## src/serial_timer_control_pkg.sv

```systemverilog
/*
  package for the register window and bus mode block: addresses, field
  positions, reset values, mode codes and the structs carried between modules.
  assumes a 24-bit cpu address and an 8-bit register data path.
*/
package serial_timer_control_pkg;

  localparam int          ADDR_W        = 24;
  localparam int          DATA_W        = 8;
  // one byte register; its address is a local choice
  localparam logic [23:0] CTRL_ADDR     = 24'hFFFFC0;
  localparam logic [7:0]  CTRL_RESET    = 8'h00;
  localparam logic [7:0]  CTRL_WR_MASK  = 8'h1F;
  localparam int          TW_WIN_BIT    = 4;
  localparam int          NVM_WIN_BIT   = 3;
  localparam int          RSV_BIT       = 2;
  localparam int          CLK_HI_BIT    = 1;
  localparam int          CLK_LO_BIT    = 0;

  localparam logic [23:0] SER1_LO_BASE  = 24'hFFFF88;
  localparam logic [23:0] SER1_LO_END   = 24'hFFFF89;
  localparam logic [23:0] SER1_HI_BASE  = 24'hFFFF8E;
  localparam logic [23:0] SER1_HI_END   = 24'hFFFF8F;
  localparam logic [23:0] SER2_LO_BASE  = 24'hFFFFA0;
  localparam logic [23:0] SER2_LO_END   = 24'hFFFFA1;
  localparam logic [23:0] SER2_HI_BASE  = 24'hFFFFA6;
  localparam logic [23:0] SER2_HI_END   = 24'hFFFFA7;
  localparam logic [23:0] TW0_LO_BASE   = 24'hFFFFD8;
  localparam logic [23:0] TW0_LO_END    = 24'hFFFFD9;
  localparam logic [23:0] TW0_HI_BASE   = 24'hFFFFDE;
  localparam logic [23:0] TW0_HI_END    = 24'hFFFFDF;
  localparam logic [23:0] PWR_BASE      = 24'hFFFF80;
  localparam logic [23:0] PWR_END       = 24'hFFFF87;
  localparam logic [23:0] NVM_BASE      = 24'hFFFE88;
  localparam logic [23:0] NVM_END       = 24'hFFFE8F;

  typedef enum logic [1:0] {
    MODE_SINGLE = 2'b00,
    MODE_NORMAL = 2'b01,
    MODE_MUX    = 2'b10
  } bus_mode_e;

  typedef struct packed {
    logic serial_unit_1;
    logic twowire_unit_1;
    logic serial_unit_2;
    logic pulse_dac_unit;
    logic twowire_unit_0;
    logic serial_unit_0;
    logic power_ctrl;
    logic nvm_ctrl;
    logic reserved;
  } win_sel_s;

  typedef struct packed {
    logic [7:0] p1_addr_out;
    logic [7:0] p2_addr_out;
    logic       p1_mux;
    logic       p2_mux;
    logic       p3_data;
    logic       p6_data;
    logic       p9_ctrl;
    logic       p96_clock;
  } port_role_s;

  typedef struct packed {
    logic       source_hi;
    logic       source_lo;
    logic [2:0] prescale;
  } timer_clk_s;

endpackage

```

## src/port_roles.sv

```systemverilog
/*
  port role selection per bus mode: which pins carry address, data,
  multiplexed address/data, bus control or clock.
  assumes direction register bits reset to zero outside this block.
*/
`timescale 1ns/1ps
module port_roles (
  input  wire serial_timer_control_pkg::bus_mode_e mode,
  input  wire logic [7:0]          ddr1,
  input  wire logic [7:0]          ddr2,
  input  wire logic                bus_width_select,
  input  wire logic                p96_clock_request,
  output serial_timer_control_pkg::port_role_s     role
);
  always_comb begin
    role = '0;
    unique case (mode)
      serial_timer_control_pkg::MODE_SINGLE: begin
        role = '0;
      end
      serial_timer_control_pkg::MODE_NORMAL: begin
        role.p1_addr_out = ddr1;
        role.p2_addr_out = ddr2;
        role.p3_data     = 1'b1;
        role.p6_data     = !bus_width_select;
        role.p9_ctrl     = 1'b1;
        role.p96_clock   = p96_clock_request;
      end
      serial_timer_control_pkg::MODE_MUX: begin
        // direction registers are ignored on the multiplexed ports
        role.p2_mux      = 1'b1;
        role.p1_mux      = !bus_width_select;
        role.p3_data     = 1'b0;
        role.p6_data     = 1'b0;
        role.p9_ctrl     = 1'b1;
        role.p96_clock   = p96_clock_request;
      end
      default: begin
        role = '0;
      end
    endcase
  end
endmodule

```

## src/register_window_and_bus_mode_select.sv

```systemverilog
/*
  serial timer control register (low five bits), peripheral window
  selection and port role selection for the mode 2 bus.
  assumes the cpu core drives one access per cycle on the system clock and
  that mode pins and the expansion enable come from the mode control register.
*/
// Operation
// select 0: serial unit 1 at FFFF88-89 and FFFF8E-8F
// select 1: two-wire unit 1 replaces serial unit 1 there
// select 0: serial unit 2 at FFFFA0-A1 and FFFFA6-A7
// select 1: pulse dac unit replaces serial unit 2 there
// select 1: two-wire unit 0 at FFFFD8-D9, DE-DF; else serial unit
// flash select 0: FFFE88-8F is reserved, no flash registers
// flash select 0: power and peripheral control at FFFF80-87
// flash select 1: flash control registers at FFFE88-8F
// flash select 1: FFFF80-87 becomes reserved
// software keeps reserved bit 2 at zero on writes
// clock source bits plus three prescale bits choose timer clock
// mode 2 gives 16 Mbyte advanced space with on-chip rom enabled
// reset gives single-chip; expansion enable needed for external space
// extended modes: ports 1 and 2 are inputs after reset
// normal extended: port 1/2 pin drives address when direction bit set
// normal extended: port 3 is data bus, port 9 bus control
// normal extended: port 6 is data bus when bus width select is 0
// multiplexed 8-bit: port 2 multiplexed, port 1 general port
// multiplexed 16-bit: ports 1 and 2 both multiplexed
// ports 3 and 6 data bus only in normal extended mode
// pin 96 input after reset, clock pin in extended modes; the code gives it the clock role only while p96_clock_request is set
// other port 9 pins default i/o, bus control in extended modes
// window select write takes effect for the very next access
`timescale 1ns/1ps
module register_window_and_bus_mode_select (
  input  wire logic                  mclk,
  input  wire logic                  sys_rst,
  input  wire logic [23:0]           cpu_addr,
  input  wire logic                  cpu_rd,
  input  wire logic                  cpu_wr,
  input  wire logic [7:0]            cpu_wdata,
  output logic [7:0]                 cpu_rdata,
  input  wire logic                  mode_extended,
  input  wire logic                  mode_multiplex,
  input  wire logic                  external_expansion_enable,
  input  wire logic                  bus_width_select,
  input  wire logic [7:0]            ddr1,
  input  wire logic [7:0]            ddr2,
  input  wire logic                  p96_clock_request,
  input  wire logic [2:0]            timer_prescale,
  output serial_timer_control_pkg::win_sel_s         periph_sel,
  output serial_timer_control_pkg::port_role_s       port_role,
  output serial_timer_control_pkg::timer_clk_s       timer_clock_sel,
  output serial_timer_control_pkg::bus_mode_e        bus_mode,
  output logic                       rom_enable,
  output logic                       external_access_ok
);

  logic [7:0]            ctrl_q;
  logic                  ctrl_hit;
  logic                  ctrl_wr;
  logic                  access;
  serial_timer_control_pkg::win_sel_s    sel_w;
  serial_timer_control_pkg::port_role_s  role_d;
  serial_timer_control_pkg::port_role_s  role_q;
  serial_timer_control_pkg::bus_mode_e   mode_d;
  serial_timer_control_pkg::bus_mode_e   mode_q;
  serial_timer_control_pkg::timer_clk_s  tclk_q;
  logic [7:0]            rdata_q;
  logic                  rom_q;

  assign ctrl_hit = cpu_addr == serial_timer_control_pkg::CTRL_ADDR;
  assign ctrl_wr  = cpu_wr && ctrl_hit;
  assign access   = cpu_rd || cpu_wr;

  // only the low five bits exist here; the upper field lives elsewhere
  always_ff @(posedge mclk) begin
    if (sys_rst) begin
      ctrl_q <= serial_timer_control_pkg::CTRL_RESET;
    end else if (ctrl_wr) begin
      // bit 2 is stored as written; keeping it zero is up to software
      ctrl_q <= cpu_wdata & serial_timer_control_pkg::CTRL_WR_MASK;  // see R23
    end
  end

  always_ff @(posedge mclk) begin
    if (sys_rst) begin
      rdata_q <= '0;
    end else if (cpu_rd && ctrl_hit) begin
      rdata_q <= ctrl_q;
    end else begin
      rdata_q <= '0;
    end
  end
  assign cpu_rdata = rdata_q;

  // decode reads the flop directly so no extra cycle sits after a write
  window_decode u_decode (
    .addr                  (cpu_addr),
    .twowire_window_select (ctrl_q[serial_timer_control_pkg::TW_WIN_BIT]),
    .nvm_window_select     (ctrl_q[serial_timer_control_pkg::NVM_WIN_BIT]),
    .sel                   (sel_w)
  );
  assign periph_sel = access ? sel_w : '0;

  always_ff @(posedge mclk) begin
    if (sys_rst) begin
      tclk_q <= '0;
    end else begin
      tclk_q.source_hi <= ctrl_q[serial_timer_control_pkg::CLK_HI_BIT];
      tclk_q.source_lo <= ctrl_q[serial_timer_control_pkg::CLK_LO_BIT];
      tclk_q.prescale  <= timer_prescale;
    end
  end
  assign timer_clock_sel = tclk_q;

  // without the expansion enable the part stays single-chip
  always_comb begin
    mode_d = serial_timer_control_pkg::MODE_SINGLE;
    if (mode_extended && external_expansion_enable) begin
      mode_d = mode_multiplex ? serial_timer_control_pkg::MODE_MUX : serial_timer_control_pkg::MODE_NORMAL;
    end
  end

  always_ff @(posedge mclk) begin
    if (sys_rst) begin
      mode_q <= serial_timer_control_pkg::MODE_SINGLE;
    end else begin
      mode_q <= mode_d;
    end
  end
  assign bus_mode           = mode_q;
  assign external_access_ok = mode_q != serial_timer_control_pkg::MODE_SINGLE;

  always_ff @(posedge mclk) begin
    if (sys_rst) begin
      rom_q <= 1'b0;
    end else begin
      rom_q <= 1'b1;
    end
  end
  assign rom_enable = rom_q;

  port_roles u_roles (
    .mode              (mode_q),
    .ddr1              (ddr1),
    .ddr2              (ddr2),
    .bus_width_select  (bus_width_select),
    .p96_clock_request (p96_clock_request),
    .role              (role_d)
  );

  // reset clears every role so ports 1, 2 and pin 96 start as inputs
  always_ff @(posedge mclk) begin
    if (sys_rst) begin
      role_q <= '0;  // see R14 see R21
    end else begin
      role_q <= role_d;
    end
  end
  assign port_role = role_q;

  logic in_ser1;
  logic in_ser2;
  logic in_tw0;
  logic in_pwr;
  logic in_nvm;
  assign in_ser1 = (cpu_addr >= serial_timer_control_pkg::SER1_LO_BASE && cpu_addr <= serial_timer_control_pkg::SER1_LO_END) ||
                   (cpu_addr >= serial_timer_control_pkg::SER1_HI_BASE && cpu_addr <= serial_timer_control_pkg::SER1_HI_END);
  assign in_ser2 = (cpu_addr >= serial_timer_control_pkg::SER2_LO_BASE && cpu_addr <= serial_timer_control_pkg::SER2_LO_END) ||
                   (cpu_addr >= serial_timer_control_pkg::SER2_HI_BASE && cpu_addr <= serial_timer_control_pkg::SER2_HI_END);
  assign in_tw0  = (cpu_addr >= serial_timer_control_pkg::TW0_LO_BASE && cpu_addr <= serial_timer_control_pkg::TW0_LO_END) ||
                   (cpu_addr >= serial_timer_control_pkg::TW0_HI_BASE && cpu_addr <= serial_timer_control_pkg::TW0_HI_END);
  assign in_pwr  = cpu_addr >= serial_timer_control_pkg::PWR_BASE && cpu_addr <= serial_timer_control_pkg::PWR_END;
  assign in_nvm  = cpu_addr >= serial_timer_control_pkg::NVM_BASE && cpu_addr <= serial_timer_control_pkg::NVM_END;
endmodule

```

## src/window_decode.sv

```systemverilog
/*
  address window decoder: picks which peripheral register set answers an
  address, steered by the two window select bits.
  assumes the select bits are stable flops of the caller.
*/
`timescale 1ns/1ps
module window_decode (
  input  wire logic [23:0]        addr,
  input  wire logic               twowire_window_select,
  input  wire logic               nvm_window_select,
  output serial_timer_control_pkg::win_sel_s      sel
);
  logic ser1_w;
  logic ser2_w;
  logic tw0_w;
  logic pwr_w;
  logic nvm_w;

  assign ser1_w = (addr >= serial_timer_control_pkg::SER1_LO_BASE && addr <= serial_timer_control_pkg::SER1_LO_END) ||
                  (addr >= serial_timer_control_pkg::SER1_HI_BASE && addr <= serial_timer_control_pkg::SER1_HI_END);
  assign ser2_w = (addr >= serial_timer_control_pkg::SER2_LO_BASE && addr <= serial_timer_control_pkg::SER2_LO_END) ||
                  (addr >= serial_timer_control_pkg::SER2_HI_BASE && addr <= serial_timer_control_pkg::SER2_HI_END);
  assign tw0_w  = (addr >= serial_timer_control_pkg::TW0_LO_BASE && addr <= serial_timer_control_pkg::TW0_LO_END) ||
                  (addr >= serial_timer_control_pkg::TW0_HI_BASE && addr <= serial_timer_control_pkg::TW0_HI_END);
  assign pwr_w  = addr >= serial_timer_control_pkg::PWR_BASE && addr <= serial_timer_control_pkg::PWR_END;
  assign nvm_w  = addr >= serial_timer_control_pkg::NVM_BASE && addr <= serial_timer_control_pkg::NVM_END;

  always_comb begin
    sel                = '0;
    sel.serial_unit_1  = ser1_w && !twowire_window_select;
    sel.twowire_unit_1 = ser1_w && twowire_window_select;
    sel.serial_unit_2  = ser2_w && !twowire_window_select;
    sel.pulse_dac_unit = ser2_w && twowire_window_select;
    sel.twowire_unit_0 = tw0_w && twowire_window_select;
    sel.serial_unit_0  = tw0_w && !twowire_window_select;
    sel.power_ctrl     = pwr_w && !nvm_window_select;
    sel.nvm_ctrl       = nvm_w && nvm_window_select;
    // whichever of the flash and power windows is switched away reads as a hole
    sel.reserved       = (nvm_w && !nvm_window_select) ||
                         (pwr_w && nvm_window_select);
  end
endmodule
```

## config.mk

```make
export PLATFORM = sky130hd
export DESIGN_NAME = register_window_and_bus_mode_select
export DESIGN_NICKNAME = d
export VERILOG_FILES = /design/src/serial_timer_control_pkg.sv /design/src/port_roles.sv /design/src/register_window_and_bus_mode_select.sv /design/src/window_decode.sv
export SDC_FILE = /design/constraint.sdc
export NUM_CORES = 1
export LEC_CHECK = 0
export BUFFER_PORTS_ARGS = -buffer_cell sky130_fd_sc_hd__buf_2
export CAP_MARGIN = 0
export CELL_PAD_IN_SITES_DETAIL_PLACEMENT = 1
export CELL_PAD_IN_SITES_GLOBAL_PLACEMENT = 1
export CORE_MARGIN = 2
export CORE_UTILIZATION = 28
export DETAILED_ROUTE_END_ITERATION = 8
export PLACE_DENSITY = 0.75
export SLEW_MARGIN = 20
export SYNTH_ARGS = -nofsm -noshare
export SYNTH_HDL_FRONTEND = slang
export SYNTH_SLANG_ARGS = --single-unit
```

## constraint.sdc

```tcl
create_clock -name mclk -period 3 [get_ports mclk]
set_input_delay 0.75 -clock mclk [delete_from_list [all_inputs] [get_ports mclk]]
set_output_delay 0.75 -clock mclk [all_outputs]
set_load 0.02 [all_outputs]
```

==> results.json, run 1 <==
{
  "crit_slowest_cell": "or4_4",
  "path_buf_inv": 2,
  "wl_per_cell_um": 11.93,
  "diodes": 0,
  "yosysMostFrequentCell": "dfxtp_1",
  "pwr_density_cell_nw_per_um2": 431.1,
  "synth_warnings": 0,
  "clock-root-buffer": "clkbuf_8",
  "tightestPinTransition_ns": 0.7528,
  "start_util_pct": 29.39,
  "crit_path_start_kind": "input port",
  "cp_data_arrival_time_ns": 2.25,
  "max-vdd-ir-drop_mv": 0.2037,
  "grt_pass1_vias": 1456,
  "die_h_um": 77.69,
  "fin_crit_ns": 3.000,
  "portBuffers": 101,
  "cts_max_level": 2,
  "cts_sinks": 40,
  "coreArea_um2": 5172,
  "skew_ns": 0.006022,
  "cts_tree": "built",
  "syn_to_final_growth_pct": 49.22,
  "final_layout_size_suffix_gt1_share_pct": 46.10,
  "critPathRequiredTime_ns": 2.25,
  "grt_pass1_wl_mm": 6.479,
  "crit_fanout": 2,
  "hp-class": "register to register",
  "synth_seq_area_share_pct": 52.67,
  "drv_cap": 0,
  "cts_hold_buf": 0,
  "ys.flop_type": "dfxtp_1",
  "nNetsFinal": 332,
  "netlist_top_cells_area": "dfxtp_1, and2_1, nor2b_1, ha_1, nand4_1",
  "syn_inst": 156,
  "synth_edf_count": 0,
  "dp_hpwl_mm": 3.352,
  "cp-end-kind": "output port",
  "clkLatencyLatePin_ns": 0.29,
  "io_pins": 108,
  "viasPerCell": 4.392,
  "critical-path-top-delay-family": "simple AND/OR/NAND/NOR gates",
  "first_iter_violations": 8,
  "synth-seq-cells": 40,
  "globalplace.congestion": 0.7460,
  "die_area_um2": 6035,
  "vias": 1489,
  "grt_util_all_layers_pct": 13.58,
  "avgSynthCellArea_um2": 9.745,
  "cp_slowest_stage_delay_ns": 0.54,
  "setup_viol": 0,
  "num_rows": 26,
  "status": "finished, final reports clean",
  "cts_buffers": 5,
  "clock_path_buffers": 2,
  "max_clock_freq_ghz": 0.3333,
  "finalMaxSlewViolations": 0,
  "drc": 0,
  "slew-limit-headroom_pct": 49.71,
  "ant_nets": 0,
  "dp_slack_ns": -0.03043,
  "synthesis.area_um2": 1520,
  "rsz0062_at_grt": "yes",
  "cp_common_cell": "or4_4",
  "critPathKind": "input port to output port",
  "setup-tns-final_ns": 0,
  "dr.pass1.iters": 2,
  "antenna_found_initial": 0,
  "p_leak_nw": 1.120,
  "fin_hold_ws_ns": 0.4502,
  "path_clk_slew_ns": 0.08,
  "drt-total-wl_mm": 4.045,
  "async_flop_share_pct": 0,
  "grt_overflow": 0,
  "yosysTopAreaCell": "dfxtp_1",
  "grt_max_degree": 17,
  "finalCritPeriodShare_pct": 100.0,
  "ys_types": 32,
  "die_w_um": 77.69,
  "final_core_util_pct": 43.86,
  "setup_ws_ns": 0.00009615,
  "yosys.area.top_type_share_pct": 52.67,
  "crit_chain": "buf_6, nand4_1, or4_4, or4_4, nor2_1, buf_4",
  "hold_viol": 0,
  "synth_commonest_cells": "dfxtp_1, and2_1, nor2b_1"
}
## metal layers
| layer | wire, µm | GRT usage [%] | part of all wire (%) |
|---|---|---|---|
| met1 | 1635 | 15.04 | 40 |
| met2 | 1945 | 23.10 | 48 |
| met3 | 402 | 5.465 | 9.9 |
| met4 | 61 | 5.357 | 1.5 |
| met5 | 0 | 0 | 0 |
## state kept, by name (all words and copies together) (netlist names)
signal,flops
port_role,22
cpu_rdata,5
rom_enable,1
timer_clock_sel,5
bus_mode,2
ctrl_q,5
## power breakdown
group | total (mW) | switching [mW] | internal, mW
clock network | 0.345 | 0.183 | 0.162
registers | 0.539 | 0.00176 | 0.537
logic | 0.0945 | 0.0467 | 0.0478
## final cells by class
cell class | instances | area, µm²
inverter | 8 | 30.03
timing repair buffer | 109 | 599.3
clock inverter | 3 | 18.77
multi-input combinational | 104 | 663.1
tap | 70 | 87.58
clock buffer | 5 | 68.82
sequential | 40 | 800.8
fill | 647 | 2904
## through the flow
step                power (mW)  instance area, µm²  instances
floorplan               0.5875                1528        158
global placement        0.6403                2132        330
finish                  0.9780                2268        339
global route             1.033                2268        339
CTS                     0.9942                2257        339
detailed placement      0.6424                2132        330
## path summary, 6_finish.rpt
path | from | endpoint | slack (ns) | depth (start not counted)
setup / recovery | cpu_addr[23] | periph_sel[3] | 0.0001 | 6
setup reg to reg | bus_mode[1] | port_role[7] | 1.49 | 4
hold reg to reg | ctrl_q[1] | cpu_rdata[1] | 0.45 | 1
hold / removal | ctrl_q[1] | cpu_rdata[1] | 0.45 | 1
## cells by family (layout without fill, tap and decap cells)
| kind of cell | count (synthesis) | count (layout) | share of synthesized area (%) |
|---|---|---|---|
| mux | 1 | 1 | 0.6585 |
| compound gates | 13 | 13 | 4.691 |
| buf+inv | 14 | 125 | 4.691 |
| other cells | 1 | 3 | 0.2467 |
| fa+ha+maj | 4 | 4 | 3.292 |
| flops | 40 | 40 | 52.68 |
| simple gates | 83 | 83 | 33.75 |
## cells in the final DEF, fill, tap and decap left out, drive strengths merged, types with 4 or more instances in the layout
| master | count |
|---|---|
| nor2 | 6 |
| buf | 109 |
| nand4 | 7 |
| ha | 4 |
| dfxtp | 40 |
| a21oi | 4 |
| nor3 | 8 |
| inv | 8 |
| o21ai | 7 |
| clkbuf | 5 |
| nor2b | 10 |
| and2 | 22 |
| nand2 | 7 |
| or4 | 4 |
| nor4 | 5 |
## timing repair
item / 4_1_cts / 5_1_grt
setup endpoints to repair: 2 / 6
buffers inserted: 1 / 0
gates resized for setup: 6 / 3
pin swaps: 1 / 0
Power figures use the tool's default switching activity.
==> run 2: changes to the inputs <==
--- a/config.mk
+++ b/config.mk
@@ -10,10 +10,11 @@
 export CELL_PAD_IN_SITES_DETAIL_PLACEMENT = 1
 export CELL_PAD_IN_SITES_GLOBAL_PLACEMENT = 1
 export CORE_MARGIN = 2
-export CORE_UTILIZATION = 28
+export CORE_UTILIZATION = 30
 export DETAILED_ROUTE_END_ITERATION = 8
 export PLACE_DENSITY = 0.75
 export SLEW_MARGIN = 20
 export SYNTH_ARGS = -nofsm -noshare
 export SYNTH_HDL_FRONTEND = slang
+export SYNTH_HIERARCHICAL = 1
 export SYNTH_SLANG_ARGS = --single-unit
==> run 2 against run 1 <==
  * The flow now finishes with violations (setup timing)
  * Wire length grew 21%
  * Sequential power about the same
  * Area after synthesis rose by 16%
  * Design area rose by 13%
  * Critical endpoint is now periph_sel[5]
==> results.json, run 2 <==
{
  "status": "complete, but fails checks",
  "rsz0062_at_grt": "yes",
  "p_leak_nw": 1.246,
  "die_area_um2": 6514,
  "drv_cap": 0,
  "yosys.area.top_type_share_pct": 45.36,
  "fin_hold_ws_ns": 0.4604,
  "pwr_density_cell_nw_per_um2": 401.3,
  "max_clock_freq_ghz": 0.3318,
  "crit_path_start_kind": "input port",
  "ys.flop_type": "dfxtp_1",
  "critPathKind": "input port to output port",
  "async_flop_share_pct": 0,
  "synth_warnings": 6,
  "cts_tree": "built",
  "max-vdd-ir-drop_mv": 0.2105,
  "cts_hold_buf": 0,
  "rrSetupSlack_ns": 1.65,
  "violations": "setup timing",
  "synth_edf_count": 0,
  "finalCritPeriodShare_pct": 100.5,
  "clkLatencyLatePin_ns": 0.28,
  "antenna_found_initial": 0,
  "ant_nets": 0,
  "grt_max_degree": 33,
  "ys_types": 36,
  "yosysTopAreaCell": "dfxtp_1",
  "largest_register_ffs": 22,
  "drc": 0,
  "cts_max_level": 2,
  "grt_use_met3_pct": 4.831,
  "syn_inst": 187,
  "final_cell_mix": "buf_2, dfxtp_1, nor2b_1",
  "cts_buffers": 5,
  "cp_common_cell": "buf_6",
  "num_rows": 27,
  "dr.pass1.iters": 4,
  "crit_start": "cpu_addr[18]",
  "slew-limit-headroom_pct": 42.95,
  "final_layout_size_suffix_gt1_share_pct": 44.11,
  "wl_per_cell_um": 13.23,
  "grt_busiest_layer": "met2",
  "skew_ns": 0.005321,
  "drt-total-wl_mm": 4.883,
  "hp-class": "register to register",
  "vias": 1717,
  "synth_seq_area_share_pct": 45.36,
  "critPathRequiredTime_ns": 2.25,
  "grt_util_all_layers_pct": 14.82,
  "netlist_top_cells_area": "dfxtp_1, nor2b_1, and2_1, ha_1, nand4_1",
  "coreArea_um2": 5608,
  "grt_pass1_vias": 1642,
  "use_met2_pct": 26.58,
  "clock-root-buffer": "clkbuf_8",
  "fin_crit_ns": 3.014,
  "cp_slowest_stage_delay_ns": 0.52,
  "dp_hpwl_mm": 3.880,
  "portBuffers": 101,
  "diodes": 0,
  "die_h_um": 80.71,
  "io_pins": 108,
  "tightestPinTransition_ns": 0.8525,
  "synthesis.area_um2": 1765,
  "endpoint": "periph_sel[5]",
  "crit_fanout": 3,
  "path_clk_slew_ns": 0.07,
  "grt_use_met1_pct": 16.39,
  "clock_path_buffers": 2,
  "nNetsFinal": 361,
  "final_cell_area_um2": 2570,
  "synth_commonest_cells": "dfxtp_1, nor2b_1, and2_1",
  "avgSynthCellArea_um2": 9.441,
  "final_common_cell": "buf_2",
  "synth-seq-cells": 40,
  "cts_sinks": 40,
  "cp_data_arrival_time_ns": 2.26,
  "die_w_um": 80.71,
  "finalMaxSlewViolations": 0,
  "hold_viol": 0,
  "first_iter_violations": 56,
  "globalplace.congestion": 0.7599,
  "r2r_cells": 4,
  "grt_overflow": 0,
  "viasPerCell": 4.653,
  "start_util_pct": 31.48,
  "crit_chain": "buf_6, nand4_1, or3_4, or4_4, nor2b_1, nor2b_2, buf_6",
  "hold_depth": 1,
  "crit_slowest_cell": "or4_4",
  "timing.rr.end": "port_role[0]",
  "r2r_start": "bus_mode[1]",
  "placed_cell_area_um2": 2372,
  "cp-end-kind": "output port",
  "setup_viol": 2,
  "setup_ws_ns": -0.01421,
  "grt_pass1_wl_mm": 7.486,
  "syn_to_final_growth_pct": 45.57
}
-- run 2: cell count changes in the layout (fill, tap and decap cells not counted), sizes merged, moves of 2 or more --
cell / previous run / this run
nand2: 7 / 5
or3b: 2 / 0
o21ai: 7 / 9
nor2: 6 / 9
nand4: 7 / 10
nand2b: 2 / 0
nor3: 8 / 3
clkinv: 3 / 1
nor4: 5 / 1
clkbuf: 5 / 7
nor2b: 10 / 40
a21o: 0 / 2
-- run 2: worst min-delay path by stage --
| stage | slack [ns] | startpoint | end |
|---|---|---|---|
| floorplan | 0.42 | ctrl_q[0] | cpu_rdata[0] |
| global placement | 0.43 | ctrl_q[0] | cpu_rdata[0] |
| detailed placement | 0.44 | ctrl_q[0] | cpu_rdata[0] |
| CTS | 0.46 | ctrl_q[2] | cpu_rdata[2] |
| global route | 0.47 | ctrl_q[2] | cpu_rdata[2] |
| finish | 0.46 | ctrl_q[2] | cpu_rdata[2] |
-- run 2: layout make-up --
cell class / count / area, µm²
fillers: 701 / 3038
multi-input cells: 134 / 913.4
flip-flops and latches: 40 / 800.8
repair buffers: 108 / 639.4
clock buffers: 7 / 96.34
well taps: 72 / 90.09
inverters: 8 / 30.03
-- run 2: repair_timing --
action	in CTS	in global routing
pin swaps	1	1
setup endpoints to repair	6	7
buffers inserted	0	0
resized for setup	13	12
-- run 2: power breakdown --
group          internal, mW  switching [mW]
Sequential            0.538         0.00211
Clock                 0.205           0.167
Combinational        0.0578          0.0624
Total                 0.800           0.231
-- run 2: logic make-up after synthesis --
logic type | share of synthesized area (%)
AO/OA/AOI/OAI | 7.371
buffers and inverters | 4.465
adder cells (fa/ha/maj) | 2.835
AND/OR/NAND/NOR | 39.76
other | 0.2124
flip-flops | 45.36
-- run 2: metal layers --
layer / vias to the layer above / wire, µm / share of wire, %
met4: 0 / 61 / 1.2
met3: 5 / 406 / 8.3
met2: 71 / 2380 / 49
met1: 787 / 2034 / 42
li1: 854 / - / -
met5: - / 0 / 0
-- run 2: metrics by stage --
stage	power [mW]	setup TNS [ns]	util (%)	cells	worst slack, ns
6_report	1.031	-0.01803	45.83	369	-0.01421
5_1_grt	1.087	-0.2044	45.83	369	-0.05357
4_1_cts	1.045	-0.003426	45.09	369	-0.003426
3_5_place_dp	0.6648	-0.1028	42.30	362	-0.06086
3_3_place_gp	0.6624	-0.05365	42.30	362	-0.02744
2_1_floorplan	0.6002	0	-	189	0.08926
-- run 2: critical path, delay by kind of cell --
kind,cells,cell delay (ns)
buffers and inverters,2,0.20
AND/OR/NAND/NOR,5,1.31
